$ cat src/logic/lsef_defines.svh
`ifndef LSEF_DEFINES_SVH
`define LSEF_DEFINES_SVH

// Register byte offsets on the Avalon-MM slave.
`define LSEF_OFS_CTRL 6'h00
`define LSEF_OFS_OPEN_LO 6'h04
`define LSEF_OFS_OPEN_HI 6'h08
`define LSEF_OFS_CLOSED_LO 6'h0C
`define LSEF_OFS_CLOSED_HI 6'h10
`define LSEF_OFS_INTERVAL 6'h14
`define LSEF_OFS_LATENCY 6'h18
`define LSEF_OFS_TIMEOUT 6'h1C
`define LSEF_OFS_LINK_EVT 6'h20
`define LSEF_OFS_STATUS 6'h24
`define LSEF_OFS_MASK 6'h28
`define LSEF_OFS_CREDIT 6'h2C

// Field positions.
`define LSEF_CTRL_DISC_DONE 0
`define LSEF_CTRL_DISC_NONE 1
`define LSEF_EVT_CONNECT 0
`define LSEF_EVT_UPDATE 1
`define LSEF_ST_PIPE 0
`define LSEF_ST_TIMING 1
`define LSEF_ST_CREDIT 2

// Frame headers: the length byte counts the code byte and the content.
`define LSEF_PIPE_LEN 8'h11
`define LSEF_PIPE_CODE 8'h88
`define LSEF_TIMING_LEN 8'h07
`define LSEF_TIMING_CODE 8'h89
`define LSEF_CREDIT_LEN 8'h02
`define LSEF_CREDIT_CODE 8'h8A
`define LSEF_LATENCY_MAX 16'h03E8
`define LSEF_CREDIT_MAX 8'hFF

// Reset values.
`define LSEF_RST_WORD 32'h0000_0000
`define LSEF_RST_MASK 3'h0

`endif

$ cat src/logic/lsef_pkg.sv
package lsef_pkg;

   typedef enum logic [1:0] {LSEF_PIPE, LSEF_TIMING, LSEF_CREDIT} lsef_kind_t;

   typedef struct packed {
      logic [5:0] address;
      logic read;
      logic write;
      logic [31:0] writedata;
   } lsef_av_req_t;

   typedef struct packed {
      logic waitrequest;
      logic [31:0] readdata;
   } lsef_av_rsp_t;

   typedef struct packed {
      logic valid;
      logic [7:0] data;
   } lsef_tx_t;

   typedef struct packed {
      logic [1:0] ctrl;
      logic [63:0] open_map;
      logic [63:0] closed_map;
      logic [15:0] interval;
      logic [15:0] latency;
      logic [15:0] timeout;
      logic [2:0] mask;
      logic [7:0] credit;
      logic pipe_pend;
      logic timing_pend;
      logic busy;
      lsef_kind_t kind;
      logic [4:0] idx;
      logic [4:0] total;
      logic [17:0][7:0] frame;
      lsef_tx_t tx;
      lsef_av_rsp_t rsp;
      logic irq;
   } lsef_state_t;

   typedef struct packed {
      logic [2:0] flags;
   } lsef_flag_state_t;

endpackage

$ cat src/logic/lsef_flags.sv
`timescale 1ns/1ps
`default_nettype none

// Sticky flags: hardware sets, software clears by writing one; a set in the
// clearing cycle wins so that no event is lost.
module lsef_flags
(
   input wire logic clk,
   input wire logic rst_n,
   input wire logic [2:0] set,
   input wire logic [2:0] clr,
   output logic [2:0] q
);

   lsef_pkg::lsef_flag_state_t s_r;
   lsef_pkg::lsef_flag_state_t s_nxt;

   always_comb
   begin
      s_nxt = s_r;
      s_nxt.flags = (s_r.flags & ~clr) | set;
   end

   always_ff @(posedge clk or negedge rst_n)
   begin
      if (!rst_n)
      begin
         s_r.flags <= 3'h0;
      end
      else
      begin
         s_r <= s_nxt;
      end
   end

   assign q = s_r.flags;

endmodule

`default_nettype wire

$ cat src/logic/lsef_framer.sv
// Operation
// - Pipe report: length 17, code 88h, two bitmaps.
// - Open bitmap bit set when pipe open; 63 unused.
// - Open bit 0 reports discovery completed.
// - Discovery not needed reports bit 0 as one.
// - Closed bitmap bits 1-62 flag pipes needing opening.
// - Closed bitmap bit 0 always sent zero.
// - Timing report: length 7, code 89h, three fields.
// - Timing report on connect and parameter update.
// - Interval sent most significant byte first.
// - Skip count low byte first, at most 3E8h.
// - Link loss timeout in 10 ms units.
// - Credit message: length 2, code 8Ah, count.
// - Credit count equals completed data command slots.
// - Event messages flow only toward the host.
// - Bitmaps numbered from first byte, LSB upward.
// - New pipe report on every availability change.
`timescale 1ns/1ps
`default_nettype none
`include "lsef_defines.svh"

module lsef_framer
(
   input wire logic clk,
   input wire logic rst_n,
   input wire lsef_pkg::lsef_av_req_t av_req,
   output lsef_pkg::lsef_av_rsp_t av_rsp,
   input wire logic data_cmd_done,
   output lsef_pkg::lsef_tx_t tx_out,
   input wire logic tx_ready,
   output logic irq
);

   lsef_pkg::lsef_state_t s_r;
   lsef_pkg::lsef_state_t s_nxt;
   logic [2:0] status;
   logic [2:0] frame_done;
   logic [2:0] status_clr;
   logic [63:0] eff_open;
   logic [63:0] eff_closed;

   ////////////////////////////////////////////////////////////////////////////

   function automatic logic [63:0] open_view(input logic [63:0] m, input logic [1:0] c);
      // Bit 0 is discovery status; bit 63 carries no pipe.
      open_view = {1'b0, m[62:1], c[`LSEF_CTRL_DISC_DONE] | c[`LSEF_CTRL_DISC_NONE]};
   endfunction

   function automatic logic [63:0] closed_view(input logic [63:0] m);
      closed_view = {1'b0, m[62:1], 1'b0};
   endfunction

   assign eff_open = open_view(s_r.open_map, s_r.ctrl);
   assign eff_closed = closed_view(s_r.closed_map);

   ////////////////////////////////////////////////////////////////////////////

   always_comb
   begin
      logic acc;
      logic wr_now;
      logic inc;
      logic [31:0] rd;
      logic [15:0] lat;
      acc = av_req.read | av_req.write;
      wr_now = av_req.write & ~s_r.rsp.waitrequest;
      inc = data_cmd_done & (s_r.credit != `LSEF_CREDIT_MAX);
      rd = `LSEF_RST_WORD;
      lat = (s_r.latency > `LSEF_LATENCY_MAX) ? `LSEF_LATENCY_MAX : s_r.latency;
      s_nxt = s_r;
      frame_done = 3'h0;
      status_clr = 3'h0;

      unique case (av_req.address)
         `LSEF_OFS_CTRL: rd = {30'h0, s_r.ctrl};
         `LSEF_OFS_OPEN_LO: rd = s_r.open_map[31:0];
         `LSEF_OFS_OPEN_HI: rd = s_r.open_map[63:32];
         `LSEF_OFS_CLOSED_LO: rd = s_r.closed_map[31:0];
         `LSEF_OFS_CLOSED_HI: rd = s_r.closed_map[63:32];
         `LSEF_OFS_INTERVAL: rd = {16'h0, s_r.interval};
         `LSEF_OFS_LATENCY: rd = {16'h0, s_r.latency};
         `LSEF_OFS_TIMEOUT: rd = {16'h0, s_r.timeout};
         `LSEF_OFS_LINK_EVT: rd = {30'h0, s_r.timing_pend, s_r.pipe_pend};
         `LSEF_OFS_STATUS: rd = {29'h0, status};
         `LSEF_OFS_MASK: rd = {29'h0, s_r.mask};
         `LSEF_OFS_CREDIT: rd = {24'h0, s_r.credit};
         default: rd = `LSEF_RST_WORD;
      endcase

      // One wait cycle per access; the request is taken while waitrequest is low.
      s_nxt.rsp.waitrequest = 1'b1;
      if (acc && s_r.rsp.waitrequest)
      begin
         s_nxt.rsp.waitrequest = 1'b0;
         s_nxt.rsp.readdata = av_req.read ? rd : `LSEF_RST_WORD;
      end

      // Frame start; a pipe report outranks timing, timing outranks credit.
      if (!s_r.busy)
      begin
         s_nxt.idx = 5'h0;
         s_nxt.frame = '0;
         if (s_r.pipe_pend)
         begin
            s_nxt.busy = 1'b1;
            s_nxt.pipe_pend = 1'b0;
            s_nxt.kind = lsef_pkg::LSEF_PIPE;
            s_nxt.total = 5'd18;
            s_nxt.frame[0] = `LSEF_PIPE_LEN;
            s_nxt.frame[1] = `LSEF_PIPE_CODE;
            for (int i = 0; i < 8; i++)
            begin
               s_nxt.frame[2 + i] = eff_open[8 * i +: 8];
               s_nxt.frame[10 + i] = eff_closed[8 * i +: 8];
            end
         end
         else if (s_r.timing_pend)
         begin
            s_nxt.busy = 1'b1;
            s_nxt.timing_pend = 1'b0;
            s_nxt.kind = lsef_pkg::LSEF_TIMING;
            s_nxt.total = 5'd8;
            s_nxt.frame[0] = `LSEF_TIMING_LEN;
            s_nxt.frame[1] = `LSEF_TIMING_CODE;
            s_nxt.frame[2] = s_r.interval[15:8];
            s_nxt.frame[3] = s_r.interval[7:0];
            s_nxt.frame[4] = lat[7:0];
            s_nxt.frame[5] = lat[15:8];
            s_nxt.frame[6] = s_r.timeout[7:0];
            s_nxt.frame[7] = s_r.timeout[15:8];
         end
         else if (s_r.credit != 8'h00)
         begin
            s_nxt.busy = 1'b1;
            s_nxt.kind = lsef_pkg::LSEF_CREDIT;
            s_nxt.total = 5'd3;
            s_nxt.frame[0] = `LSEF_CREDIT_LEN;
            s_nxt.frame[1] = `LSEF_CREDIT_CODE;
            s_nxt.frame[2] = s_r.credit;
         end
      end

      // Credits: the whole count goes out, so only this cycle's release remains.
      if (!s_r.busy && !s_r.pipe_pend && !s_r.timing_pend && s_r.credit != 8'h00)
      begin
         s_nxt.credit = {7'h0, inc};
      end
      else
      begin
         s_nxt.credit = s_r.credit + {7'h0, inc};
      end

      // Byte stream toward the host only; a byte stands until tx_ready.
      if (s_r.busy && (!s_r.tx.valid || tx_ready))
      begin
         if (s_r.idx < s_r.total)
         begin
            s_nxt.tx.valid = 1'b1;
            s_nxt.tx.data = s_r.frame[s_r.idx];
            s_nxt.idx = s_r.idx + 5'h1;
         end
         else
         begin
            s_nxt.tx.valid = 1'b0;
            s_nxt.busy = 1'b0;
            frame_done[s_r.kind] = 1'b1;
         end
      end

      if (wr_now)
      begin
         unique case (av_req.address)
            `LSEF_OFS_CTRL: s_nxt.ctrl = av_req.writedata[1:0];
            `LSEF_OFS_OPEN_LO: s_nxt.open_map[31:0] = av_req.writedata;
            `LSEF_OFS_OPEN_HI: s_nxt.open_map[63:32] = av_req.writedata;
            `LSEF_OFS_CLOSED_LO: s_nxt.closed_map[31:0] = av_req.writedata;
            `LSEF_OFS_CLOSED_HI: s_nxt.closed_map[63:32] = av_req.writedata;
            `LSEF_OFS_INTERVAL: s_nxt.interval = av_req.writedata[15:0];
            `LSEF_OFS_LATENCY: s_nxt.latency = av_req.writedata[15:0];
            `LSEF_OFS_TIMEOUT: s_nxt.timeout = av_req.writedata[15:0];
            `LSEF_OFS_LINK_EVT:
            begin
               if (av_req.writedata[`LSEF_EVT_CONNECT] || av_req.writedata[`LSEF_EVT_UPDATE])
               begin
                  s_nxt.timing_pend = 1'b1;
               end
            end
            `LSEF_OFS_STATUS: status_clr = av_req.writedata[2:0];
            `LSEF_OFS_MASK: s_nxt.mask = av_req.writedata[2:0];
            default: s_nxt.ctrl = s_r.ctrl;
         endcase
      end

      // Any change the host would see in either bitmap queues a new report.
      if (open_view(s_nxt.open_map, s_nxt.ctrl) != eff_open || closed_view(s_nxt.closed_map) != eff_closed)
      begin
         s_nxt.pipe_pend = 1'b1;
      end

      // Follows status by one cycle, so a cleared flag drops irq one edge later.
      s_nxt.irq = |(status & s_r.mask);
   end

   always_ff @(posedge clk or negedge rst_n)
   begin
      if (!rst_n)
      begin
         s_r <= '0;
         s_r.rsp.waitrequest <= 1'b1;
         s_r.mask <= `LSEF_RST_MASK;
      end
      else
      begin
         s_r <= s_nxt;
      end
   end

   lsef_flags u_flags
   (
      .clk(clk),
      .rst_n(rst_n),
      .set(frame_done),
      .clr(status_clr),
      .q(status)
   );

   assign av_rsp = s_r.rsp;
   assign tx_out = s_r.tx;
   assign irq = s_r.irq;

   ////////////////////////////////////////////////////////////////////////////

   pipe_header_a: assert property (@(posedge clk) disable iff (!rst_n)
      s_r.busy && s_r.kind == lsef_pkg::LSEF_PIPE |-> s_r.frame[0] == 8'h11 && s_r.frame[1] == 8'h88)
      else $error("pipe report header wrong");

   open_top_a: assert property (@(posedge clk) disable iff (!rst_n)
      s_r.busy && s_r.kind == lsef_pkg::LSEF_PIPE |-> s_r.frame[9][7] == 1'b0)
      else $error("open bitmap bit 63 set");

   discovery_bit_a: assert property (@(posedge clk) disable iff (!rst_n)
      $rose(s_r.busy) && s_r.kind == lsef_pkg::LSEF_PIPE
      |-> s_r.frame[2][0] == ($past(s_r.ctrl[0]) | $past(s_r.ctrl[1])))
      else $error("discovery status bit wrong");

   closed_low_a: assert property (@(posedge clk) disable iff (!rst_n)
      s_r.busy && s_r.kind == lsef_pkg::LSEF_PIPE |-> s_r.frame[10][0] == 1'b0 && s_r.frame[17][7] == 1'b0)
      else $error("closed bitmap reserved bit set");

   timing_frame_a: assert property (@(posedge clk) disable iff (!rst_n)
      s_r.busy && s_r.kind == lsef_pkg::LSEF_TIMING |-> s_r.frame[0] == 8'h07 && s_r.frame[1] == 8'h89
      && {s_r.frame[5], s_r.frame[4]} <= 16'h03E8)
      else $error("timing report header or skip count wrong");

   interval_order_a: assert property (@(posedge clk) disable iff (!rst_n)
      $rose(s_r.busy) && s_r.kind == lsef_pkg::LSEF_TIMING
      |-> {s_r.frame[2], s_r.frame[3]} == $past(s_r.interval))
      else $error("interval byte order wrong");

   credit_frame_a: assert property (@(posedge clk) disable iff (!rst_n)
      $rose(s_r.busy) && s_r.kind == lsef_pkg::LSEF_CREDIT
      |-> s_r.frame[2] == $past(s_r.credit) && s_r.frame[0] == 8'h02 && s_r.credit <= 8'h01)
      else $error("credit message wrong");

   tx_hold_a: assert property (@(posedge clk) disable iff (!rst_n)
      s_r.tx.valid && !tx_ready |=> s_r.tx.valid && $stable(s_r.tx.data))
      else $error("byte dropped before accept");

   frame_length_a: assert property (@(posedge clk) disable iff (!rst_n)
      s_r.busy |-> {3'h0, s_r.total} == s_r.frame[0] + 8'h01)
      else $error("length byte mismatch");

   pipe_change_a: assert property (@(posedge clk) disable iff (!rst_n)
      !$stable(eff_open) || !$stable(eff_closed) |-> s_r.pipe_pend)
      else $error("pipe change not queued");

   credit_code_a: assert property (@(posedge clk) disable iff (!rst_n)
      s_r.busy && s_r.kind == lsef_pkg::LSEF_CREDIT |-> s_r.frame[1] == 8'h8A && s_r.total == 5'd3)
      else $error("credit message code wrong");

   timing_queue_a: assert property (@(posedge clk) disable iff (!rst_n)
      av_req.write && !s_r.rsp.waitrequest && av_req.address == `LSEF_OFS_LINK_EVT && av_req.writedata[1:0] != 2'h0
      |=> s_r.timing_pend)
      else $error("timing report not queued");

   timeout_order_a: assert property (@(posedge clk) disable iff (!rst_n)
      $rose(s_r.busy) && s_r.kind == lsef_pkg::LSEF_TIMING
      |-> {s_r.frame[7], s_r.frame[6]} == $past(s_r.timeout))
      else $error("link loss timeout bytes wrong");

   open_first_a: assert property (@(posedge clk) disable iff (!rst_n)
      $rose(s_r.busy) && s_r.kind == lsef_pkg::LSEF_PIPE
      |-> s_r.frame[2][7:1] == $past(s_r.open_map[7:1]) && s_r.frame[10][7:1] == $past(s_r.closed_map[7:1]))
      else $error("bitmap byte order wrong");

   closed_pipes_a: assert property (@(posedge clk) disable iff (!rst_n)
      $rose(s_r.busy) && s_r.kind == lsef_pkg::LSEF_PIPE
      |-> {s_r.frame[17][6:0], s_r.frame[16]} == $past(s_r.closed_map[62:48]))
      else $error("closed bitmap upper pipes wrong");

endmodule

`default_nettype wire

$ cat config.mk
export PLATFORM = sky130hd
export DESIGN_NAME = lsef_framer
export DESIGN_NICKNAME = d
export VERILOG_FILES = /design/src/logic/lsef_pkg.sv /design/src/logic/lsef_flags.sv /design/src/logic/lsef_framer.sv
export VERILOG_INCLUDE_DIRS = /design/src /design/src/logic
export SDC_FILE = /design/constraint.sdc
export NUM_CORES = 1
export LEC_CHECK = 0
export BUFFER_PORTS_ARGS = -buffer_cell sky130_fd_sc_hd__buf_2
export CORE_MARGIN = 2
export CORE_UTILIZATION = 45
export CTS_BUF_LIST = sky130_fd_sc_hd__clkbuf_8
export DETAILED_ROUTE_END_ITERATION = 16
export PLACE_DENSITY = 0.65
export SLEW_MARGIN = 20
export SYNTH_ARGS = -nofsm -noshare
export SYNTH_HDL_FRONTEND = slang
export SYNTH_SLANG_ARGS = --single-unit
export TNS_END_PERCENT = 5
$ cat constraint.sdc
create_clock -name clk -period 2.4 [get_ports clk]
set_input_delay 0.36 -clock clk [delete_from_list [all_inputs] [get_ports clk]]
set_output_delay 0.36 -clock clk [all_outputs]
set_load 0.01 [all_outputs]
# Word-level counts from Yosys, hierarchy flattened
# Cells that the tools add are included.
dict set report word_totals {
  ff_bits 394
  elab_cells 147
}
dict set report classes {
  n_addsub 2
  magnitude_cmp 5
  n_eq_ne 15
  mux 45
  bitwise_logic 11
  reduce_logical 27
}
# operator n
set op_table {}
lappend op_table {{$pmux W32 S12} 1}
lappend op_table {{$mux W181} 1}
lappend op_table {{$mux W32} 5}
lappend op_table {{$mux W159} 1}
lappend op_table {{$mux W79} 1}
lappend op_table {{$mux W16} 4}
lappend op_table {{$mux W64} 1}
lappend op_table {{$ne A63 B63 Y1} 1}
lappend op_table {{$ne A62 B62 Y1} 1}
lappend op_table {{$mux W24} 2}
lappend op_table {{$bmux W8 S5} 1}
lappend op_table {{$mux W40} 1}
lappend op_table {{$mux W33} 1}
lappend op_table {{$mux W5} 5}
lappend op_table {{$eq A6 B5 Y1 const B} 4}
lappend op_table {{$eq A6 B6 Y1 const B} 4}
lappend op_table {{$mux W3} 8}
lappend op_table {{$reduce_and A2 Y1} 10}
lappend op_table {{$gt A16 B10 Y1 const B} 1}
lappend op_table {{$mux W8} 2}
lappend op_table {{$eq A6 B4 Y1 const B} 2}
lappend op_table {{$mux W1} 9}
lappend op_table {{$add A8 B1 Y8} 1}
lappend op_table {{$ne A8 B8 Y1 const B} 1}
lappend op_table {{22 further kinds} 37}

# Logic depth before layout (Yosys ltp)
# Gate-level depths: netlist of run 1.
dict set report depth {
  depth_word 8
  mapped_depth 10
  mapped_depth_nobuf 9
}

# Hierarchy
# Synthesis of run 1 repeated with hierarchy kept, for this count alone.
dict set report unflattened {
  hier_cells 1951
  hier_area_um2 19122.1
}
# mod n_inst cells_per_inst area_per_inst_um2 seq_area_each_um2
set by_module_without_submodules {}
lappend by_module_without_submodules {lsef_framer 1 1942 19013.2 9410.3}
lappend by_module_without_submodules {lsef_flags 1 9 108.9 75.1}

# Worst setup path before layout of run 1
# OpenSTA, ideal clock, no wires.
dict set report synth_timing {
  kind {register -> register}
  startpoint {register s_r[192] in the netlist's numbering}
  endpoint {register s_r, in the netlist tx_out[0]}
  arrival_ps 2015
  setup_slack_ps 248
  path_stages_with_launch 7
  synth_period_minus_slack_ps 2152
  path_cell_list {dfrtp_1 -> buf_4 -> buf_2 -> mux4_2 -> mux4_2 -> a21oi_1 -> a21oi_1}
}
dict set report synth_between {
  elab_chain_len 2
}
# element line_no
set synth_lines {}
lappend synth_lines {{from (decl)} lsef_framer.sv:34} ;# lsef_pkg::lsef_state_t s_r;
lappend synth_lines {{from (signal assigned)} lsef_framer.sv:214} ;# s_r <= s_nxt;
lappend synth_lines {{$bmux W8 S5 or $lt A5 B5 Y1 (tied branches)} {lsef_framer.sv:159, lsef_framer.sv:156}}
lappend synth_lines {{$mux W8 (implied by the code) or $reduce_and A2 Y1 (tied branches)} n/a}
# Parallel ways exist; a longest one is shown, timed or not. The select of a mux whose other input is x is not followed.
# A chain may end at the register's enable or synchronous reset.

# Worst setup path after layout of run 1
dict set report layout_timing {
  startpoint {register s_r, in the netlist eff_closed[29]}
  endpoint {register s_r[201] in the netlist's numbering}
}
dict set report layout_between {
  elab_chain_len 5
}
# element line_no
set layout_lines {}
lappend layout_lines {{$mux W32} lsef_framer.sv:172} ;# unique case (av_req.address)
lappend layout_lines {{$mux W181} lsef_framer.sv:170} ;# if (wr_now)
lappend layout_lines {{$ne A62 B62 Y1 (*)} lsef_framer.sv:195} ;# if (open_view(s_nxt.open_map, s_nxt.ctrl) != eff_open || closed_view(s_nxt.closed_map) != eff_closed)
lappend layout_lines {{$logic_or A1 B1 Y1 (*)} lsef_framer.sv:195}
lappend layout_lines {{$ne A2 B1 Y1 (no source line) or $mux W1 (tied branches)} n/a}
# Mark *: on every way between the ends. The rest lies on a longest branch, timed or not.

==> metrics.yaml, run 1 <==
status:
  outcome: "complete, no violations"
grt:
  globalRouteOverflowTotal: 0
  grt_max_degree: 236
  grt_usage: 0.4086
  grt_pass1_vias: 16294
  grt_first_pass_wirelength_mm: 120.9
  grt_antenna_before_repair: 4
synthesis:
  netlist_area_um2: 18510
  seq_area_frac_synth: 0.5124
  synth_cell_types: 62
  ys_ff_latch: 379
  synth_ff_type: "dfrtp_1"
  syn_inst: 1934
  async_flop_share: 1.000
  synth-edff-count: 0
  syn_nets: 1984
  yosysWarnings: 0
  avgSynthCellArea_um2: 9.572
route:
  drcViolationCount: 0
  routed_wl_mm: 85.96
  vias_per_cell: 6.211
  drt_iter0_markers: 2277
  vias: 17141
  drt_first_pass_iters: 10
  drtAntennaViolNets: 0
  wire_per_inst_um: 31.14
timing:
  worstMarginPinSlew_ns: 0.9117
  period_needed_ns: 2.356
  slew_violations: 0
  finalCritPeriodShare: 0.9818
  fmax_mhz: 424.4
  hold_viol: 0
  slew_headroom: 0.3922
  holdWs_ns: 0.09952
  setup_viol: 0
  rsz0062_at_grt: "false"
  final.setup_skew_ns: 0.04337
placement:
  gpl.final_weighted_congestion: 1.052
  hpwl_mm: 65.75
  io_buffers: 86
power_and_ir_drop:
  max-vdd-ir-drop_mv: 0.6868
  power_density_nw_per_um2: 868.3
  leakage_uw: 0.01030
  power_uw: 19540
critical_path:
  r2r_cells: 6
  crit_chain: "xor2_1, nor4_2, nand3_1, nor4_2, o22ai_1, or4_1"
  cp_data_arrival_time_ns: 2.89
  r2r-end: "s_r[201]"
  end_kind: "flip-flop"
  cp_slowest_cell: "or4_1"
  cp_num_buf_inv: 0
  path_class: "flip-flop to flip-flop"
  cp.required_ns: 2.93
  cp_common_cell: "nor4_2"
  crit_family: "simple AND/OR/NAND/NOR gates"
  cp_max_fo: 2
  rrSetupSlack_ns: 0.04
  slowest_delay_ns: 0.49
  r2r_start: "eff_closed[29]"
  cp-start-kind: "flip-flop"
cts:
  cts-htree-levels: 3
  root_buffer: "clkbuf_8"
  cts_sinks: 379
  postCtsSetupBuffers: 0
  cts_tree: "yes"
  clk_pin_slew_ns: 0.06
  clkLatencyLatePin_ns: 0.66
  clock_path_buffers: 3
  cts_buffers: 67
die:
  pin_count: 87
  start_util: 0.4544
  fp.dieArea_um2: 42770
  num_rows: 74
  dieHeight_um: 206.8
  die_width_um: 206.8
  core_region_area_um2: 40740
finish:
  drive_above_1_share: 0.2440
  fin_nets: 2230
  synthToLayoutAreaGrowth_pct: 21.57
min_path:
  whs_endpoint: "s_r[202]"
  min_from: "data_cmd_done"
  hold_path_class: "input pin to flip-flop"
  min_path_cells: 3
job:
  max_cap_violations: 0
## cell usage after synthesis (all sizes together) (7+ instances only)
cell type	n	area share
a21o	17	0.0069
mux2	25	0.015
buf	65	0.023
mux2i	20	0.011
nor3	8	0.0024
dfrtp	378	0.51
nand3	29	0.0078
a211oi	7	0.0028
o21ai	286	0.077
a222oi	12	0.0065
o22ai	46	0.016
o31ai	32	0.013
clkbuf	120	0.024
nand4	16	0.0054
inv	73	0.015
o2bb2ai	9	0.0043
a22o	31	0.015
nand2	398	0.081
a221o	7	0.0038
a21oi	40	0.011
a22oi	92	0.037
a221oi	29	0.014
xnor2	11	0.0052
xor2	25	0.012
mux4	30	0.036
nor4	16	0.0054
nor2	51	0.010
## final cells by class
cell class                      count  area, um2
Antenna cell                        3      7.507
Clock buffer                       90       1239
Clock inverter                     24      112.6
Fill cell                        3767      18240
Inverter                           74      277.8
Multi-Input combinational cell   1296       7954
Sequential cell                   379       9495
Tap cell                          532      665.6
Timing Repair Buffer              362       2753
## sequential cells by signal, summed over array words and instances, names as in the netlist
signal	flops
eff_open	62
u_flags.q	3
av_rsp	33
irq	1
s_r	209
tx_out	9
eff_closed	62
## layer usage
metal | routed length [um] | up-vias | global-route usage
li1 | - | 7403 | -
met1 | 36400 | 8516 | 0.5752
met2 | 35730 | 1009 | 0.5815
met3 | 9538 | 207 | 0.1221
met4 | 4246 | 6 | 0.1836
met5 | 40 | - | 0
## cells by family after synthesis
family | Yosys count | synth area share
AND/OR/NAND/NOR | 547 | 0.1232
multiplexers | 75 | 0.06252
AO/OA/AOI/OAI | 632 | 0.2179
adder cells (fa/ha/maj) | 6 | 0.004055
flip-flops | 379 | 0.5124
XOR/XNOR | 36 | 0.01703
buffers and inverters | 259 | 0.06286
## placed cells by master, fill, tap and decap left out, types with 4 or more instances in the layout
cell type	synthesis	final
o31ai_1	32	31
inv_2	7	7
buf_2	11	85
clkbuf_8	0	90
o2bb2ai_1	9	9
buf_12	0	19
nand4_1	16	16
nor2_1	50	50
mux2_2	25	25
a222oi_1	12	12
ha_1	6	6
and2_1	6	5
a221o_1	7	7
a22o_1	31	31
nand3_1	29	29
inv_1	66	87
nor2b_1	6	6
nor4_1	16	13
a22oi_1	92	92
nor3_1	7	5
a221oi_2	0	4
buf_4	47	256
xnor2_1	11	10
a32o_1	4	4
a21oi_1	40	40
mux2i_1	20	20
a221oi_1	29	25
a31oi_1	4	4
dfrtp_1	378	374
a211oi_1	7	6
nand2_1	396	394
a21o_1	17	17
xor2_1	25	25
mux4_2	30	30
nand2b_1	5	5
nand2_2	2	4
o21ai_0	281	281
o22ai_1	46	46
## worst min-delay path: stages
cell and delay [ns]:
buf_2 0.08, o21a_1 0.12, mux2_2 0.14
## where the power goes
group | internal [uW] | total (uW) | switching, uW
registers | 7210 | 8030 | 819
clock network | 3330 | 6110 | 2780
logic | 2040 | 5400 | 3360
total | 12600 | 19500 | 6960
## worst max path at each step
stage / startpoint / to / slack, ns / cells after the start
6_report: eff_closed[29] / s_r[201] / 0.04 / 6
5_1_grt: eff_closed[8] / s_r[201] / 0.01 / 6
4_1_cts: eff_closed[8] / s_r[201] / 0.02 / 6
3_5_place_dp: av_req[6] / s_r[201] / -0.23 / 7
3_3_place_gp: av_req[8] / s_r[201] / -0.30 / 9
2_1_floorplan: s_r[192] / tx_out[0] / 0.25 / 6
## through the flow
stage / worst slack [ns] / instances / setup TNS, ns / util / cell area, um2
2_1_floorplan: 0.2483 / 1934 / 0 / - / 18510
3_3_place_gp: -0.2992 / 2642 / -0.6166 / 0.5173 / 21070
3_5_place_dp: -0.2306 / 2642 / -0.4990 / 0.5173 / 21070
4_1_cts: 0.01934 / 2757 / 0 / 0.5510 / 22450
5_1_grt: 0.01086 / 2758 / 0 / 0.5523 / 22500
6_report: 0.04364 / 2760 / 0 / 0.5524 / 22500
## repair_timing
item | CTS | global route
hold buffers | 1 | 0
endpoints found under the hold margin | 49 | 0
endpoints found under the setup margin | 1 | 1
gates resized for setup | 2 | 10
pin swaps | 0 | 1
Note: power is estimated with default switching activity, not from simulation.
==> run 2, diff against run 1 <==
--- a/config.mk
+++ b/config.mk
@@ -10,6 +10,6 @@
 export CORE_MARGIN = 2
-export CORE_UTILIZATION = 45
+export CORE_UTILIZATION = 35
 export CTS_BUF_LIST = sky130_fd_sc_hd__clkbuf_8
 export DETAILED_ROUTE_END_ITERATION = 16
-export PLACE_DENSITY = 0.65
+export PLACE_DENSITY = 0.54
 export SLEW_MARGIN = 20
==> constraint.sdc (replaced) <==
create_clock -name clk -period 2.4 [get_ports clk]
set_input_delay 0.12 -clock clk [delete_from_list [all_inputs] [get_ports clk]]
set_output_delay 0.12 -clock clk [all_outputs]
set_load 0.01 [all_outputs]
==> run 2 against run 1 <==
  * Utilization decreased by 13 points
  * Global-route usage decreased by 9.6 points
  * Non-clock buffer count down 53
  * Flip-flop and latch count unchanged
  * Routed wire length decreased by 1.6%
  * Hold slack lost 0.047 ns
  * Clock skew decreased by 0.0066 ns
  * Critical path depth did not move
  * Worst setup slack got worse by 0.017 ns
  * Critical path type unchanged
  * Highest routed layer unchanged
==> metrics.yaml, run 2 (synthesized netlist as in run 1, its figures left out) <==
critical_path:
  cp-start-kind: "flip-flop"
  endpoint: "s_r[201]"
  rrSetupSlack_ns: 0.03
  cp_data_arrival_time_ns: 2.90
  r2r-end: "s_r[201]"
  path_class: "flip-flop to flip-flop"
  end_kind: "flip-flop"
  cp_max_fo: 2
  cp.required_ns: 2.93
  critPathLaunch: "eff_closed[38]"
  r2r_cells: 6
  r2r_start: "eff_closed[38]"
grt:
  grt_max_degree: 239
  grt_pass1_vias: 16169
  grt_first_pass_wirelength_mm: 120.4
  grt_usage: 0.3126
  globalRouteOverflowTotal: 0
  grt_antenna_before_repair: 9
die:
  num_rows: 84
  pin_count: 87
  fp.dieArea_um2: 54750
  die_width_um: 234.0
  start_util: 0.3530
  dieHeight_um: 234.0
  core_region_area_um2: 52450
placement:
  io_buffers: 86
  hpwl_mm: 63.26
  place_ws_ns: 0.004610
  dpl_cell_area_um2: 20620
  gpl.final_weighted_congestion: 1.064
  place_inst: 2718
finish:
  synthToLayoutAreaGrowth_pct: 20.25
  fin_nets: 2180
  drive_above_1_share: 0.2071
  utilization: 0.4244
  fin_area_um2: 22260
  fin_cells: 2872
  final_cell_mix: "nand2_1 (394), dfrtp_1 (375), o21ai_0 (281), buf_4 (180), inv_1 (97)"
  layout_commonest_cell: "nand2_1"
  largest_reg_flops: 209
  top_register: "s_r"
power_and_ir_drop:
  max-vdd-ir-drop_mv: 0.6679
  leakage_uw: 0.01004
  power_density_nw_per_um2: 869.3
cts:
  cts_tree: "yes"
  clkLatencyLatePin_ns: 0.66
  root_buffer: "clkbuf_8"
  clock_path_buffers: 3
  cts-htree-levels: 3
  cts_buffers: 70
  cts_sinks: 379
  clk_pin_slew_ns: 0.06
route:
  drtAntennaViolNets: 0
  drt_iter0_markers: 2153
  routed_wl_mm: 84.61
  vias: 16758
  drt_first_pass_iters: 6
  vias_per_cell: 5.835
  wire_per_inst_um: 29.46
  drcViolationCount: 0
timing:
  finalCritPeriodShare: 0.9891
  fin_ws_ns: 0.02628
  setup_viol: 0
  fmax_mhz: 421.3
  final.setup_skew_ns: 0.03682
  worstMarginPinSlew_ns: 0.9695
  slew_headroom: 0.3536
  slew_violations: 0
  rsz0062_at_grt: "false"
  period_needed_ns: 2.374
  fin_setup_tns_ns: 0
  hold_viol: 0
job:
  max_cap_violations: 0
min_path:
  hold_path_class: "input pin to flip-flop"
status:
  outcome: "complete, no violations"
run 2: cell types whose count changed in the layout (fill, tap and decap cells not counted), moves of 2 or more:
cell	change
inv_1	+10
buf_12	-4
clkbuf_8	-3
nor4_1	+2
clkinvlp_4	+2
dlygate4sd3_1	+27
clkinv_2	+2
a221oi_1	+4
a221oi_2	-4
buf_4	-76
nor4_2	-2
run 2: area by class of cell:
type	instances	area [um2]
Antenna cell	2	5.005
Sequential cell	379	9494
Clock inverter	37	153.9
Timing Repair Buffer	309	2372
Clock buffer	87	1197
Multi-Input combinational cell	1296	7899
Tap cell	688	860.8
Fill cell	5149	30190
Inverter	74	277.8
run 2: timing repair:
action | 4_1_cts | 5_1_grt
setup endpoints to repair | 0 | 1
hold buffers | 28 | 0
hold endpoints to repair | 129 | 0
resized for setup | 0 | 2
buffers inserted | 0 | 0
run 2: per-stage QoR:
step	hold slack, ns	total power, uW
3_3_place_gp	0.1815	13220
4_1_cts	0.005063	19390
2_1_floorplan	-0.1756	10920
6_report	0.05283	19350
5_1_grt	0.04914	20230
3_5_place_dp	0.1864	13270
run 2: power by group:
group          internal (uW)  leakage, uW  switching, uW
clock                   3250     0.000809           2820
sequential              7210      0.00515            925
combinational           1930      0.00408           3220
run 2: worst min path at each step:
stage                      to        from  slack, ns  depth (start not counted)
2_1_floorplan       av_rsp[0]       rst_n      -0.18                          0
3_3_place_gp        tx_out[8]       rst_n       0.18                          1
3_5_place_dp        tx_out[8]       rst_n       0.19                          1
4_1_cts        eff_closed[11]  av_req[11]      0.005                          3
5_1_grt        eff_closed[11]  av_req[11]       0.05                          3
6_report       eff_closed[11]  av_req[11]       0.05                          3
run 2: critical path, stage by stage, from the launching register on:
cell and delay, ns:
dfrtp_1 0.45, o2bb2ai_1 0.24, nor4_2 0.32, a31oi_1 0.19, a2111oi_2 0.36, nand4_1 0.15, or4_1 0.52
run 2: layer usage:
metal | track usage | vias up | routed length [um]
met5 | 0 | - | 69
met4 | 0.1626 | 10 | 4587
met3 | 0.07089 | 211 | 7715
met2 | 0.4552 | 916 | 36260
met1 | 0.4340 | 8303 | 35970
li1 | - | 7318 | -
